===== src/carriage_skip_interlock_consts.vh =====
/*
  Constants for the carriage skip and interlock control block: register
  offsets, field positions, reset values and carriage figures.
  Assumes inclusion by its bare name from the design file.
*/
`ifndef CARRIAGE_SKIP_INTERLOCK_CONSTS_VH
`define CARRIAGE_SKIP_INTERLOCK_CONSTS_VH

// Register byte offsets on the APB.
`define OFS_CTRL 12'h000
`define OFS_EXIT_LO 12'h004
`define OFS_EXIT_HI 12'h008
`define OFS_STATUS 12'h00c
`define OFS_ORDERS 12'h010

// Control register fields.
`define CTRL_SUPPRESS 0
`define CTRL_FCM_WIRED 1
`define CTRL_OF_TO_ONE 2
`define CTRL_RESET 32'h0000_0002

// Exit map reset value: every release input unwired.
`define EXIT_RESET 32'h0000_0000

// Status register fields.
`define ST_HEAD_LATCH 0
`define ST_FIRST_HEAD 1
`define ST_HEAD_CARD 2
`define ST_BODY_START 3
`define ST_SKIP_RUN 4
`define ST_SKIP_START 5
`define ST_PAST_ONE 6
`define ST_REL_RELAY 7
`define ST_HS_STOP 8
`define ST_CLUTCH 9
`define ST_OVERFLOW 10
`define ST_HEAD_AUX 11
`define ST_IN_FLIGHT 12
`define ST_LINES_LSB 16

// Orders register fields.
`define ORD_LSB 0
`define LAT_LSB 16

// Carriage figures.
`define SKIP_START_DEG 265
`define LINES_PER_PRINT_CYCLE 6'd22

`endif


===== src/unused_placeholder_none.v =====
`default_nettype none
`default_nettype wire


===== src/carriage_skip_interlock_control.v =====
/*
  Skip sequencing and print/carriage interlock for a tape-controlled form
  carriage, with heading-card control and an APB register slave.
  Assumes machine timing (cams, carriage breaker) and tape brushes arrive
  as pins from outside the pclk domain; they are synchronised here.
*/
// The implementer's own choices: the placing of the registers and the APB interface to the registers.
// Notes on behaviour
// RULE1: heading mark sets heading latch and relays
// RULE2: first heading without body start blocks skip-two
// RULE3: heading card relay suspends total programming
// RULE4: first-card minor impulse sets skip-to-one order
// RULE5: any order energizes skip run, then start
// RULE6: no heading cards: pass one, stop two
// RULE7: both relays off, skip-one set: set two
// RULE8: channel one hole in combined skip sets past-one
// RULE9: armed channel hole at breaker stops carriage
// RULE10: skip-one set on earlier cam than pulse
// RULE11: clutch latched during skip without release wiring
// RULE12: skip starts at cam; 22 lines per cycle
// RULE13: suppression bypasses interlock on normal skips
// RULE14: overflow always latches clutch, even suppressed; code lets the release relay free it, blocking its pick only with of_to_one
// RULE15: suppressed long skip flags printing in flight
// RULE16: wired tape exit releases one short skip
// RULE17: release latch set by hole, tripped at own brush
// RULE18: release inputs may share one tape exit
// RULE19: release relay at cam bypasses interlock point
// RULE20: release only through highest pending order
// RULE21: orders and past-one held until stop
`include "carriage_skip_interlock_consts.vh"
`default_nettype none

module carriage_skip_interlock_control (
  // Clock, reset and enable.
  input wire pclk,
  input wire presetn,
  input wire ce,
  // APB slave.
  input wire psel,
  input wire penable,
  input wire pwrite,
  input wire [11:0] paddr,
  input wire [31:0] pwdata,
  output reg [31:0] prdata,
  output reg pready,
  output reg pslverr,
  // Card reading and programming pins.
  input wire heading_mark,
  input wire card_read,
  input wire group_change,
  input wire first_card_minor,
  input wire overflow_output,
  input wire [10:0] skip_request,
  // Machine timing pins.
  input wire early_first_card_cam,
  input wire early_all_cycle_impulse,
  input wire skip_two_program_pulse,
  input wire skip_start_cam,
  input wire release_pick_cam,
  input wire carriage_breaker,
  // Carriage tape brushes, channel 1 in bit 0.
  input wire [11:0] tape_brush,
  // Relay drives.
  output reg skip_run_relay,
  output reg carriage_skip_start,
  output reg high_speed_stop_relay,
  output reg card_feed_clutch_control,
  output reg interlock_release_relay,
  output reg total_program_start,
  output reg heading_card_relay
);

  localparam NIN = 34;

  // Two-flop synchronisers and a third stage for edge detection.
  wire [NIN-1:0] raw_in;
  reg [NIN-1:0] sync1_ff;
  reg [NIN-1:0] sync2_ff;
  reg [NIN-1:0] sync3_ff;
  wire [NIN-1:0] rise;
  assign raw_in = {heading_mark, card_read, group_change, first_card_minor,
                   overflow_output, skip_request, early_first_card_cam,
                   early_all_cycle_impulse, skip_two_program_pulse,
                   skip_start_cam, release_pick_cam, carriage_breaker,
                   tape_brush};
  assign rise = sync2_ff & ~sync3_ff;

  always @(posedge pclk or negedge presetn) begin
    if (!presetn) begin
      sync1_ff <= {NIN{1'b0}};
      sync2_ff <= {NIN{1'b0}};
      sync3_ff <= {NIN{1'b0}};
    end else if (ce) begin
      sync1_ff <= raw_in;
      sync2_ff <= sync1_ff;
      sync3_ff <= sync2_ff;
    end
  end

  wire [11:0] brush = sync2_ff[11:0];
  wire brk_p = rise[12];
  wire rel_cam_p = rise[13];
  wire start_cam_p = rise[14];
  wire pm_p = rise[15];
  wire fc_cam_p = rise[17];
  wire [10:0] req_p = rise[28:18];
  wire of_p = rise[29];
  wire fcm_lvl = sync2_ff[30];
  wire grp_p = rise[31];
  wire read_p;
  wire head_lvl;

  // Upper inputs are re-indexed to keep the concatenation readable.
  assign read_p = rise[NIN-2];
  assign head_lvl = sync2_ff[NIN-1];

  // Registers and relay state.
  reg [31:0] ctrl_ff;
  reg [31:0] exit_lo_ff;
  reg [31:0] exit_hi_ff;
  reg head_latch_ff;
  reg first_head_ff;
  reg body_start_ff;
  reg head_aux_ff;
  reg [10:0] order_ff;
  reg past_one_ff;
  reg overflow_ff;
  reg in_flight_ff;
  reg [5:0] lines_ff;
  reg [10:0] rel_latch_ff;

  wire suppress = ctrl_ff[`CTRL_SUPPRESS];
  wire fcm_wired = ctrl_ff[`CTRL_FCM_WIRED];
  wire of_to_one = ctrl_ff[`CTRL_OF_TO_ONE];
  wire [47:0] exit_map = {exit_hi_ff[15:0], exit_lo_ff};
  wire any_other = |order_ff[10:1];

  // Per-channel stop arming, release latches and release paths.
  wire [10:0] armed;
  wire [10:0] rel_path;
  wire [10:0] rel_set;
  wire [10:0] higher;
  genvar g;
  generate
    for (g = 0; g < 11; g = g + 1) begin : chan
      wire [3:0] exit_ch = exit_map[4*g+3:4*g];
      wire exit_hit;
      // Exit codes above 12 name no brush and are treated as unwired.
      assign exit_hit = (exit_ch != 4'h0) && (exit_ch <= 4'hc) &&
                        brush[exit_ch - 4'h1];
      assign rel_set[g] = brk_p & exit_hit; // RULE16 RULE18
      if (g == 10) begin : top
        assign higher[g] = 1'b0;
      end else begin : mid
        assign higher[g] = |order_ff[10:g+1];
      end
      if (g == 0) begin : one
        assign armed[g] = order_ff[0] & ~any_other;
        assign rel_path[g] = rel_latch_ff[0] & order_ff[0] & ~higher[0];
      end else begin : other
        assign armed[g] = order_ff[g] & (~order_ff[0] | past_one_ff); // RULE6
        assign rel_path[g] = rel_latch_ff[g] & order_ff[g] & ~higher[g] &
                             (~order_ff[0] | past_one_ff); // RULE20
      end
      always @(posedge pclk or negedge presetn) begin
        if (!presetn) begin
          rel_latch_ff[g] <= 1'b0;
        end else if (ce) begin
          if (rel_set[g]) begin
            rel_latch_ff[g] <= 1'b1; // RULE17
          end else if (brk_p && brush[g]) begin
            rel_latch_ff[g] <= 1'b0; // RULE17
          end
        end
      end
    end
  endgenerate

  wire stop_hit = brk_p & |(armed & brush[10:0]); // RULE9
  wire any_order = |order_ff;
  wire any_release = |rel_path & ~(overflow_ff & of_to_one); // RULE14

  // Order set terms.
  wire set_one_fcm = fcm_wired & fc_cam_p & fcm_lvl; // RULE4 RULE10
  wire set_two_auto = pm_p & body_start_ff & ~first_head_ff; // RULE2
  wire block_two = first_head_ff & ~body_start_ff; // RULE2
  wire set_two_comb = pm_p & ~first_head_ff & ~body_start_ff &
                      order_ff[0]; // RULE7
  wire set_of = pm_p & overflow_ff;
  wire [10:0] nxt_order_set = (req_p & ~{9'h000, block_two, 1'b0}) |
                              {9'h000, set_two_auto | set_two_comb | set_of,
                               set_one_fcm | set_of};

  // Heading control and skip sequencing.
  always @(posedge pclk or negedge presetn) begin
    if (!presetn) begin
      head_latch_ff <= 1'b0;
      first_head_ff <= 1'b0;
      heading_card_relay <= 1'b0;
      body_start_ff <= 1'b0;
      head_aux_ff <= 1'b0;
      total_program_start <= 1'b0;
      order_ff <= 11'h000;
      past_one_ff <= 1'b0;
      overflow_ff <= 1'b0;
      skip_run_relay <= 1'b0;
      carriage_skip_start <= 1'b0;
      high_speed_stop_relay <= 1'b0;
      interlock_release_relay <= 1'b0;
      card_feed_clutch_control <= 1'b1;
      in_flight_ff <= 1'b0;
      lines_ff <= 6'd0;
    end else if (ce) begin
      total_program_start <= 1'b0;
      if (read_p) begin
        if (head_lvl) begin
          head_latch_ff <= 1'b1; // RULE1
          first_head_ff <= 1'b1; // RULE1
          heading_card_relay <= 1'b1; // RULE1
          body_start_ff <= 1'b0;
        end else begin
          head_latch_ff <= 1'b0;
          heading_card_relay <= 1'b0;
          head_aux_ff <= 1'b0;
          if (first_head_ff) begin
            first_head_ff <= 1'b0;
            body_start_ff <= 1'b1;
          end
        end
      end
      if (grp_p) begin
        if (heading_card_relay) begin
          head_aux_ff <= 1'b1;
        end else if (!(read_p && head_lvl)) begin
          total_program_start <= 1'b1; // RULE3
        end
      end
      if (stop_hit) begin
        // A request arriving with the stop is kept for the next skip.
        order_ff <= nxt_order_set; // RULE21
        past_one_ff <= 1'b0; // RULE21
        overflow_ff <= 1'b0;
        skip_run_relay <= 1'b0;
        carriage_skip_start <= 1'b0;
        interlock_release_relay <= 1'b0;
        high_speed_stop_relay <= 1'b1; // RULE9
        body_start_ff <= body_start_ff & ~order_ff[1];
      end else begin
        order_ff <= order_ff | nxt_order_set;
        if (brk_p && brush[0] && order_ff[0] && any_other) begin
          past_one_ff <= 1'b1; // RULE8
        end
        if (any_order) begin
          skip_run_relay <= 1'b1; // RULE5
        end
        if (skip_run_relay && start_cam_p) begin
          carriage_skip_start <= 1'b1; // RULE5 RULE12
          high_speed_stop_relay <= 1'b0;
          lines_ff <= 6'd0;
        end else if (carriage_skip_start && brk_p &&
                     lines_ff != 6'h3f) begin
          lines_ff <= lines_ff + 6'd1;
        end
        if (rel_cam_p && any_release && skip_run_relay) begin
          interlock_release_relay <= 1'b1; // RULE19
        end
      end
      if (of_p && !head_lvl && !order_ff[0]) begin
        overflow_ff <= 1'b1;
      end
      // Clutch is latched out during a skip unless a bypass holds.
      card_feed_clutch_control <= ~skip_run_relay | interlock_release_relay |
                                  (suppress & ~overflow_ff &
                                   ~(of_to_one & order_ff[0])); // RULE11 RULE13 RULE14 RULE19
      if (suppress && carriage_skip_start && !overflow_ff &&
          lines_ff > `LINES_PER_PRINT_CYCLE) begin
        in_flight_ff <= 1'b1; // RULE12 RULE15
      end
    end
  end

  // Status and orders read views.
  wire [31:0] status_word = {10'h000, lines_ff, 3'h0, in_flight_ff,
                             head_aux_ff, overflow_ff,
                             card_feed_clutch_control, high_speed_stop_relay,
                             interlock_release_relay, past_one_ff,
                             carriage_skip_start, skip_run_relay,
                             body_start_ff, heading_card_relay,
                             first_head_ff, head_latch_ff};
  wire [31:0] orders_word = {5'h00, rel_latch_ff, 5'h00, order_ff};
  wire setup = psel & ~penable;
  wire access = psel & penable;
  wire aligned = (paddr[1:0] == 2'b00);
  reg [31:0] nxt_prdata;
  reg nxt_err;

  always @* begin
    nxt_prdata = 32'h0000_0000;
    nxt_err = 1'b0;
    case (paddr)
      `OFS_CTRL: nxt_prdata = {29'h0000_0000, ctrl_ff[2:0]};
      `OFS_EXIT_LO: nxt_prdata = exit_lo_ff;
      `OFS_EXIT_HI: nxt_prdata = {20'h00000, exit_hi_ff[11:0]};
      `OFS_STATUS: nxt_prdata = status_word;
      `OFS_ORDERS: nxt_prdata = orders_word;
      default: nxt_err = 1'b1;
    endcase
    if (pwrite && (paddr == `OFS_STATUS || paddr == `OFS_ORDERS)) begin
      nxt_err = 1'b1;
    end
    if (!aligned) begin
      nxt_err = 1'b1;
    end
  end

  // APB slave: answers in the first access cycle.
  always @(posedge pclk or negedge presetn) begin
    if (!presetn) begin
      ctrl_ff <= `CTRL_RESET;
      exit_lo_ff <= `EXIT_RESET;
      exit_hi_ff <= `EXIT_RESET;
      prdata <= 32'h0000_0000;
      pready <= 1'b0;
      pslverr <= 1'b0;
    end else if (ce) begin
      pready <= setup;
      if (setup) begin
        prdata <= pwrite ? 32'h0000_0000 : nxt_prdata;
        pslverr <= nxt_err;
      end else begin
        pslverr <= 1'b0;
      end
      if (access && pready && pwrite && !pslverr) begin
        case (paddr)
          `OFS_CTRL: ctrl_ff <= {29'h0000_0000, pwdata[2:0]};
          `OFS_EXIT_LO: exit_lo_ff <= pwdata;
          `OFS_EXIT_HI: exit_hi_ff <= {20'h00000, pwdata[11:0]};
          default: ctrl_ff <= ctrl_ff;
        endcase
      end
    end
  end

endmodule // carriage_skip_interlock_control

`default_nettype wire


===== config.mk =====
export PLATFORM = sky130hd
export DESIGN_NAME = carriage_skip_interlock_control
export DESIGN_NICKNAME = d
export VERILOG_FILES = /design/src/unused_placeholder_none.v /design/src/carriage_skip_interlock_control.v
export VERILOG_INCLUDE_DIRS = /design/src /design/src/src
export SDC_FILE = /design/constraint.sdc
export NUM_CORES = 1
export LEC_CHECK = 0
export BUFFER_PORTS_ARGS = -buffer_cell sky130_fd_sc_hd__buf_2
export CORE_AREA = 5 5 142 144
export CTS_BUF_LIST = sky130_fd_sc_hd__clkbuf_2 sky130_fd_sc_hd__clkbuf_4 sky130_fd_sc_hd__clkbuf_8
export DETAILED_ROUTE_END_ITERATION = 6
export DIE_AREA = 0 0 147 149
export PLACE_DENSITY_LB_ADDON = 0.25
export SLEW_MARGIN = 10
export SYNTH_ARGS = -nofsm -noshare
export SYNTH_HDL_FRONTEND = slang
export SYNTH_SLANG_ARGS = --single-unit

===== constraint.sdc =====
create_clock -name pclk -period 2.45 [get_ports pclk]
set_input_delay 0.1225 -clock pclk [delete_from_list [all_inputs] [get_ports pclk]]
set_output_delay 0.1225 -clock pclk [all_outputs]
set_load 0.02 [all_outputs]

# After elaboration in Yosys (flattened, before gate mapping)
# Index checks and enable logic that the tools add are counted.
# word_totals
reg_bits	222
wordCells	379
# classes
addsub	12
n_lt_le_gt_ge	23
n_eq_ne	5
n_mux	77
n_bitwise	104
reduce_logical	124
# op_table
cell	n
32-bit one-hot mux with 5 select lines	1
1-bit bitwise AND	71
1-bit 2-to-1 mux	61
4-bit by 5-bit less-than comparator with 1-bit output (second input constant)	11
1-bit logical AND	50
1-bit binary-select mux with 4-bit select	11
4-bit less-or-equal comparator (second input constant)	11
4-bit nonzero test	11
4-bit by 1-bit subtractor with 4-bit output (second input constant)	11
2-bit AND reduction	19
2-bit nonzero test	18
33-bit bitwise AND	1
33-bit inverter	1
11-bit OR reduction	3
32-bit 2-to-1 mux	1
12-bit by 4-bit equality test with 1-bit output (second input constant)	2
11-bit bitwise AND	2
1-bit inverter	20
3-bit AND reduction	5
12-bit by 3-bit equality test with 1-bit output (second input constant)	1
12-bit by 5-bit equality test with 1-bit output (second input constant)	1
12-bit logical NOT	1
6-bit 2-to-1 mux	2
11-bit 2-to-1 mux	1
other kinds (20)	29

# Longest topological paths before layout
# Gate-level depths: netlist of run 1.
# logic_depth
word_depth	10
ltp_mapped	8
depth_no_buf	6

# Worst setup path before layout of run 1
# OpenSTA, ideal clock, no wires.
# synth_path
kind	register to register
start	register order_ff[5]
end	register lines_ff[3]
arrival_ps	1895
required_time_ps	2328
path_slack_ps	433
stages_incl_launch_ff	7
path_buffers	1
synth_period_minus_slack_ps	2017
cell_sequence	dfrtp_1 or4_4 nor4_4 nand2b_2 buf_6 and2_4 a32o_1
# synth_between
elab_chain_len	8
# synth_rtl
element	line_no	source
start, declared	carriage_skip_interlock_control.v:125	reg [10:0] order_ff;
start signal, assigned	carriage_skip_interlock_control.v:240	order_ff <= nxt_order_set;
start signal, assigned	carriage_skip_interlock_control.v:249	order_ff <= order_ff | nxt_order_set;
10-bit OR reduction	carriage_skip_interlock_control.v:136	wire any_other = |order_ff[10:1];
1-bit inverter	carriage_skip_interlock_control.v:158	assign armed[g] = order_ff[0] & ~any_other;
1-bit bitwise AND	carriage_skip_interlock_control.v:158	
11-bit bitwise AND *	carriage_skip_interlock_control.v:179	wire stop_hit = brk_p & |(armed & brush[10:0]);
11-bit OR reduction *	carriage_skip_interlock_control.v:179	
1-bit bitwise AND *	carriage_skip_interlock_control.v:179	
1-bit inverter (no source line) *	n/a	
3-bit AND reduction (no source line) *	n/a	
end signal, assigned	carriage_skip_interlock_control.v:262	lines_ff <= lines_ff + 6'd1;
end, declared	carriage_skip_interlock_control.v:129	reg [5:0] lines_ff;
# Every way passes the cells marked *; elsewhere a longest branch is shown, timed or not.
# A chain may end at the register's enable or synchronous reset.

# Worst setup path in the final report of run 1
# layout_path
start	register order_ff[5]
end	register lines_ff[2]
# The elaborated chain is that of the path after synthesis.

==> impl_metrics.csv, run 1 <==
group,metric,value,unit
timing,period_needed,2109,ps
logic_synthesis,synth_edf_count,0,
timing,fin_worst_skew,13.05,ps
clocking,clk_path_buf_depth,3,
finish,nNetsFinal,1242,
logic_synthesis,ys_seq_area_share,48.19,%
power_and_ir_drop,internal-power,6595,uW
floorplanning,rows,50,
placement,pre_cts_slack,365.6,ps
setup_path,cpLargestDelayFamily,"simple AND/OR/NAND/NOR gates",
logic_synthesis,synthCells,936,
timing,finalMaxSlewViolations,0,
logic_synthesis,synthXorXnorAreaFrac,1.801,%
finish,syn2layout_area_growth,22.75,%
logic_synthesis,synth_compound_area_share,11.57,%
timing,slew_headroom,46.82,%
finish,final_layout_size_suffix_gt1_share,34.65,%
drt,wl_per_cell,20.19,microns
timing,max_freq,0.4741,GHz
timing,setup_ws,340.7,ps
clocking,cts_buffers,35,
setup_path,critical_path_class,"reg2reg",
logic_synthesis,netlist_area,10700,sq um
floorplanning,dieArea,21900,sq um
status,outcome,"finished clean",
drt,drtAntennaViolNets,0,
power_and_ir_drop,swShare,28.62,%
logic_synthesis,synth_top_family_by_area,"multiplexers",
clocking,post_cts_buffers,0,
setup_path,startpoint_type,"register",
logic_synthesis,avgSynthCellArea,11.43,sq um
clocking,path_clk_slew,60,ps
power_and_ir_drop,peakVddDrop,0.5087,mV
hold_path,hp-class,"in2reg",
power_and_ir_drop,pwr-share-clk,36.5,%
placement,dp_hpwl,19390,microns
logic_synthesis,synth-simple-area-share,10.37,%
logic_synthesis,yosysWarningCount,0,
power_and_ir_drop,pwr-share-comb,18.8,%
logic_synthesis,synth_cell_types,68,
placement,place_inst,1269,
setup_path,critPathRequiredTime,2850,ps
logic_synthesis,synthFlopType,"dfrtp_1",
floorplanning,dieHeight,149,microns
drt,dr.first_iter.drc_count,847,
logic_synthesis,ys_ff_latch,206,
clocking,clockRootBuffer,"clkbuf_8",
timing,rsz0062_at_grt,"false",
setup_path,path_max_fanout,10,
setup_path,crit_path_end_kind,"register",
drt,drt-met1-wl,11530,microns
drt,drt-total-wl,28250,microns
power_and_ir_drop,netSwitchingPower,2645,uW
logic_synthesis,synthAdderAreaFrac,2.221,%
power_and_ir_drop,powerDensity,703.3,nW/um^2
floorplanning,die_width,147,microns
floorplanning,start_util,57.60,%
global_route,antenna_found_initial,2,
drt,drc,0,
placement,place.gp.congestion,0.9744,
logic_synthesis,muxShareOfSynthArea,21.43,%
drt,vias_per_cell,6.009,
setup_path,worstPathArrival,2510,ps
drt,wl_met3,2516,microns
global_route,grt_pass1_wl,45620,microns
logic_synthesis,yosysTopAreaCell,"dfrtp_1",
drt,highest_layer,"met4",
global_route,grtUsageTotal,26.04,%
drt,dr.pass1.iters,5,
flow_run,drv_cap,0,
clocking,cts_tree,"yes",
floorplanning,pin_count,125,
power_and_ir_drop,p_seq_share,44.7,%
clocking,clkLatencyLatePin,530,ps
global_route,grt_overflow,0,
drt,wl_met2,13260,microns
setup_path,crit_chain,"or4_4 -> nor4_4 -> nand2b_2 -> and2_4 -> a32o_1",
timing,finalCritPeriodShare,86.09,%
clocking,clock-sinks,206,
drt,vias,8407,
setup_path,cp_slowest_cell,"or4_4",
global_route,grt_max_degree,98,
timing,tns,0,ps
logic_synthesis,async_flop_share,100.0,%
global_route,grt_pass1_vias,8326,
timing,setup_viol,0,
clocking,cts_htree_levels,2,
logic_synthesis,yosysTopAreaCellShare,47.70,%
setup_path,slowest_delay,570,ps
timing,worst_pin_slew,777.6,ps
logic_synthesis,ys_top_cells_by_area,"dfrtp_1 48%, mux2_2 13%, mux4_2 6.9%, nand2_1 3.3%, o21ai_0 2.9%",
clocking,ctsResizeCount,0,
power_and_ir_drop,p_leak,0.005772,uW
setup_path,path_buf_inv,0,
timing,hold_viol_final,0,
logic_synthesis,synth_fp_nets,1039,
finish,instances_no_fill,1399,
floorplanning,coreArea,18580,sq um
placement,port_buffers,123,
area by class of cell:
cell class	count	area [sq um]
diodes	2	5.005
fillers	1327	5444
clock buffers	55	688.2
repair buffers	235	1673
clock inverters	6	86.33
flip-flops and latches	206	5157
multi-input cells	618	5072
inverters	43	161.4
well taps	234	292.8
worst paths after layout:
check | from | end | slack [ps] | depth (start not counted)
max | order_ff[5] | lines_ff[2] | 340 | 5
min | paddr[9] | pslverr | 70 | 5
max reg2reg | order_ff[5] | lines_ff[2] | 340 | 5
min reg2reg | sync3_ff[21] | order_ff[3] | 440 | 1
max in group asynchronous | presetn | ctrl_ff[1] | 1480 | 3
min in group asynchronous | presetn | prdata[31] | 180 | 2
cells by family after synthesis:
logic type | count (synthesis)
AND/OR/NAND/NOR | 223
AO/OA/AOI/OAI | 182
multiplexers | 172
flip-flops | 206
buffers and inverters | 112
adder cells (fa/ha/maj) | 19
XOR/XNOR | 22
worst min-delay path, cell delays in order:
cell and delay [ps]:
buf_2 80, nor4_2 60, nand4_1 110, nor2_1 60
o22ai_1 90
cell usage in the layout, fill, tap and decap left out, drive strengths merged, types with 19 or more instances in the layout:
cell,n
a21oi,23
buf,167
clkbuf,56
dfrtp,204
dlygate4sd3,67
ha,19
inv,44
mux2,127
mux4,33
nand2,94
nand3,35
nor2,20
nor3,24
o21ai,66
cell usage after synthesis, drive strengths merged (12+ instances only):
| cell | n |
|---|---|
| dfrtp | 204 |
| mux2 | 127 |
| nand2 | 94 |
| o21ai | 66 |
| clkbuf | 53 |
| inv | 43 |
| nand3 | 35 |
| mux4 | 33 |
| nor3 | 24 |
| a21oi | 23 |
| nor2 | 20 |
| ha | 19 |
| buf | 16 |
| a22o | 12 |
| mux2i | 12 |
| xor2 | 12 |
state kept, by name, indices dropped and copies added, names as in the netlist, 3 cells and up:
signal and count:
sync3_ff 19, order_ff 11, exit_lo_ff 32, lines_ff 6, prdata 32, exit_hi_ff 12
sync2_ff 33, sync1_ff 33, orders_word 11, ctrl_ff 3
power groups by stage:
stage | registers [uW] | clock network (uW) | logic, uW
after global routing | 4170 | 3620 | 1880
after detailed placement | 4180 | 0 | 1630
after CTS | 4120 | 3450 | 1710
after floorplan | 4130 | 0 | 939
final | 4130 | 3370 | 1740
after global placement | 4160 | 0 | 1590
routing by layer:
layer / global-route usage [%] / up-vias
met5: 0 / -
met4: 9.366 / 0
li1: - / 3811
met1: 35.51 / 4105
met3: 6.563 / 92
met2: 40.95 / 399
what timing repair did:
action	CTS	global route
hold buffers	67	0
endpoints found under the hold margin	149	0
setup endpoints to repair	0	0
per-stage QoR:
stage          hold WS, ps  area [sq um]  total power, uW  utilization [%]
2_1_floorplan       -173.1         10700             5064                -
3_3_place_gp         171.3         11690             5754            62.90
3_5_place_dp         168.8         11690             5803            62.90
4_1_cts              39.06         13130             9286            70.67
5_1_grt              88.27         13140             9672            70.70
6_report             68.56         13140             9239            70.70
Power figures use the tool's default switching activity.
==> run 2, diff against run 1 <==
Settings changed: ABC_AREA set to 1, CORE_AREA 5 5 142 144 to 5 5 144 146, DIE_AREA 0 0 147 149 to 0 0 149 151.
==> run 2 against run 1 <==
Clock skew grew 21 ps. Cell count grew 33%. Wire length grew 12%. Utilization shrank 1.8 points. Register-to-register slack gained 150 ps. Maximum frequency grew 4.8%. Final area grew 1.0%. Count of clock-buffer cells in the layout shrank 7. Combinational power shrank 9%. Critical path depth grew 1. First-iteration DRC count grew 17%. Critical path type is now in2reg. Highest routed layer unchanged.
==> impl_metrics.csv, run 2 <==
group,metric,value,unit
drt,dr.pass1.iters,5,
timing,hold_viol_final,0,
global_route,grtUsageTotal,28.64,%
setup_path,crit_path_end_kind,"register",
timing,finalCritPeriodShare,82.18,%
logic_synthesis,avgSynthCellArea,7.913,sq um
hold_path,hp-class,"in2reg",
logic_synthesis,ys_seq_area_share,47.16,%
finish,reg_top3,"sync1_ff (33), sync2_ff (33)",
global_route,grt_pass1_wl,51600,microns
clocking,clkLatencyLatePin,540,ps
timing,worst_pin_slew,778.5,ps
clocking,cts_buffers,37,
floorplanning,start_util,56.75,%
logic_synthesis,synth_cell_types,44,
finish,mostFrequentLayoutCells,"377 x nand2_1, 204 x dfrtp_1, 185 x o21ai_0, 143 x inv_1, 122 x buf_2",
placement,dp_hpwl,21880,microns
status,outcome,"finished clean",
logic_synthesis,yosysTopAreaCellShare,46.68,%
finish,nNetsFinal,1677,
logic_synthesis,yosys.cell_count.top_type,"nand2_1",
floorplanning,die_width,149,microns
finish,n_antenna_cell,0,
finish,final_layout_size_suffix_gt1_share,16.95,%
logic_synthesis,muxShareOfSynthArea,2.609,%
timing,fin_worst_skew,34.03,ps
global_route,antenna_found_initial,0,
finish,syn2layout_area_growth,21.34,%
power_and_ir_drop,p_leak,0.006671,uW
timing,slew_headroom,46.76,%
placement,post_dp_cell_area,11800,sq um
logic_synthesis,synthXorXnorAreaFrac,1.602,%
drt,dr.first_iter.drc_count,990,
power_and_ir_drop,peakVddDrop,0.5152,mV
floorplanning,dieArea,22500,sq um
global_route,grt_overflow,0,
floorplanning,rows,51,
logic_synthesis,synthFlopType,"dfrtp_1",
timing,setup_ws,436.5,ps
logic_synthesis,synth_fp_nets,1485,
drt,wl_per_cell,17.00,microns
drt,drc,0,
logic_synthesis,synthAdderAreaFrac,2.174,%
placement,port_buffers,123,
timing,max_freq,0.4966,GHz
finish,instances_no_fill,1864,
power_and_ir_drop,powerDensity,684.3,nW/um^2
clocking,cts_tree,"yes",
floorplanning,dieHeight,151,microns
placement,pre_cts_slack,467.1,ps
logic_synthesis,synth_top_family_by_area,"simple AND/OR/NAND/NOR gates",
timing,rsz0062_at_grt,"false",
floorplanning,coreArea,19270,sq um
clocking,clock-sinks,206,
logic_synthesis,synth_compound_area_share,16.08,%
placement,place.gp.congestion,1.009,
clocking,clockRootBuffer,"clkbuf_8",
clocking,clk_path_buf_depth,3,
global_route,grt_max_degree,67,
setup_path,critical_path_class,"in2reg",
setup_path,worstPathArrival,2420,ps
flow_run,drv_cap,0,
floorplanning,pin_count,125,
setup_path,startpoint_type,"input pin",
logic_synthesis,synthCells,1382,
logic_synthesis,synth_edf_count,0,
logic_synthesis,yosysWarningCount,0,
logic_synthesis,netlist_area,10940,sq um
timing,finalMaxSlewViolations,0,
finish,final_common_cell,"nand2_1",
placement,place_inst,1731,
setup_path,critPathRequiredTime,2860,ps
clocking,cts_htree_levels,2,
clocking,path_clk_slew,60,ps
logic_synthesis,ys_ff_latch,206,
drt,vias,10306,
timing,setup_viol,0,
logic_synthesis,synth-simple-area-share,22.44,%
drt,drtAntennaViolNets,0,
drt,vias_per_cell,5.529,
drt,drt-total-wl,31680,microns
logic_synthesis,async_flop_share,100.0,%
global_route,grt_pass1_vias,10226,
finish,final_area,13270,sq um
timing,tns,0,ps
logic_synthesis,ys_top_cells_by_area,"dfrtp_1 47%, nand2_1 13%, o21ai_0 8.5%, inv_1 4.9%, a21oi_1 3.2%",
setup_path,path_max_fanout,44,
power_and_ir_drop,power,9079,uW
timing,period_needed,2014,ps
logic_synthesis,yosys-top-cells-count,"377 x nand2_1, 204 x dfrtp_1, 185 x o21ai_0, 143 x inv_1, 78 x nor2_1",
logic_synthesis,yosysTopAreaCell,"dfrtp_1",
[run 2: layout make-up]
cell class | instances | area, sq um
clock buffer | 48 | 629.4
clock inverter | 16 | 146.4
fill | 1571 | 6002
inverter | 157 | 591.8
multi-input combinational | 960 | 4910
sequential | 206 | 5157
tap | 265 | 331.6
timing repair buffer | 212 | 1503
[run 2: worst max-delay path: stages]
cell           delay, ps
dlygate4sd3_1        520
buf_2                330
inv_2                210
nor3_4               380
nand2_4              390
mux2_4               430
[run 2: worst paths after layout]
kind | start | endpoint | slack, ps | cells past startpoint
min reg2reg | sync3_ff[23] | order_ff[5] | 460 | 1
min | psel | pslverr | 40 | 5
max reg2reg | exit_lo_ff[8] | orders_word[18] | 490 | 8
max | ce | exit_lo_ff[23] | 440 | 6
max in group asynchronous | presetn | card_feed_clutch_control | 1640 | 3
min in group asynchronous | presetn | exit_lo_ff[15] | 130 | 2
[run 2: cell families after synthesis]
family	count (synthesis)
and+or+nand+nor	580
AOI/OAI and AO/OA	321
buffers and inverters	216
DFF	206
xor gates and xnor gates	20
muxes	20
adders and majority gates	19
[run 2: where the power goes]
part           total [uW]  switching, uW  leakage [uW]  internal, uW
clock network        3370           1460      0.000409          1910
registers            4120            371       0.00268          3750
logic                1590           1040       0.00359           550
total                9080           2870       0.00667          6210
[run 2: timing repair]
action,CTS,global route
buffers inserted,0,0
hold buffers,69,0
resized for setup,0,0
hold endpoints to repair,293,0
[run 2: metrics by stage]
| step | hold WS, ps | utilization [%] |
|---|---|---|
| after CTS | 20.48 | 68.85 |
| after global placement | 111.4 | 61.25 |
| after floorplan | -173.1 | - |
| final | 37.34 | 68.85 |
| after detailed placement | 109.0 | 61.25 |
| after global routing | 63.51 | 68.85 |
[run 2: per-layer routing]
metal | share of wire, % | track usage, % | vias up
met5 | 0 | 0 | -
met4 | 3.4 | 10.71 | 0
met3 | 8.6 | 5.027 | 90
met1 | 41 | 38.09 | 4853
met2 | 47 | 47.41 | 425
li1 | - | - | 4938
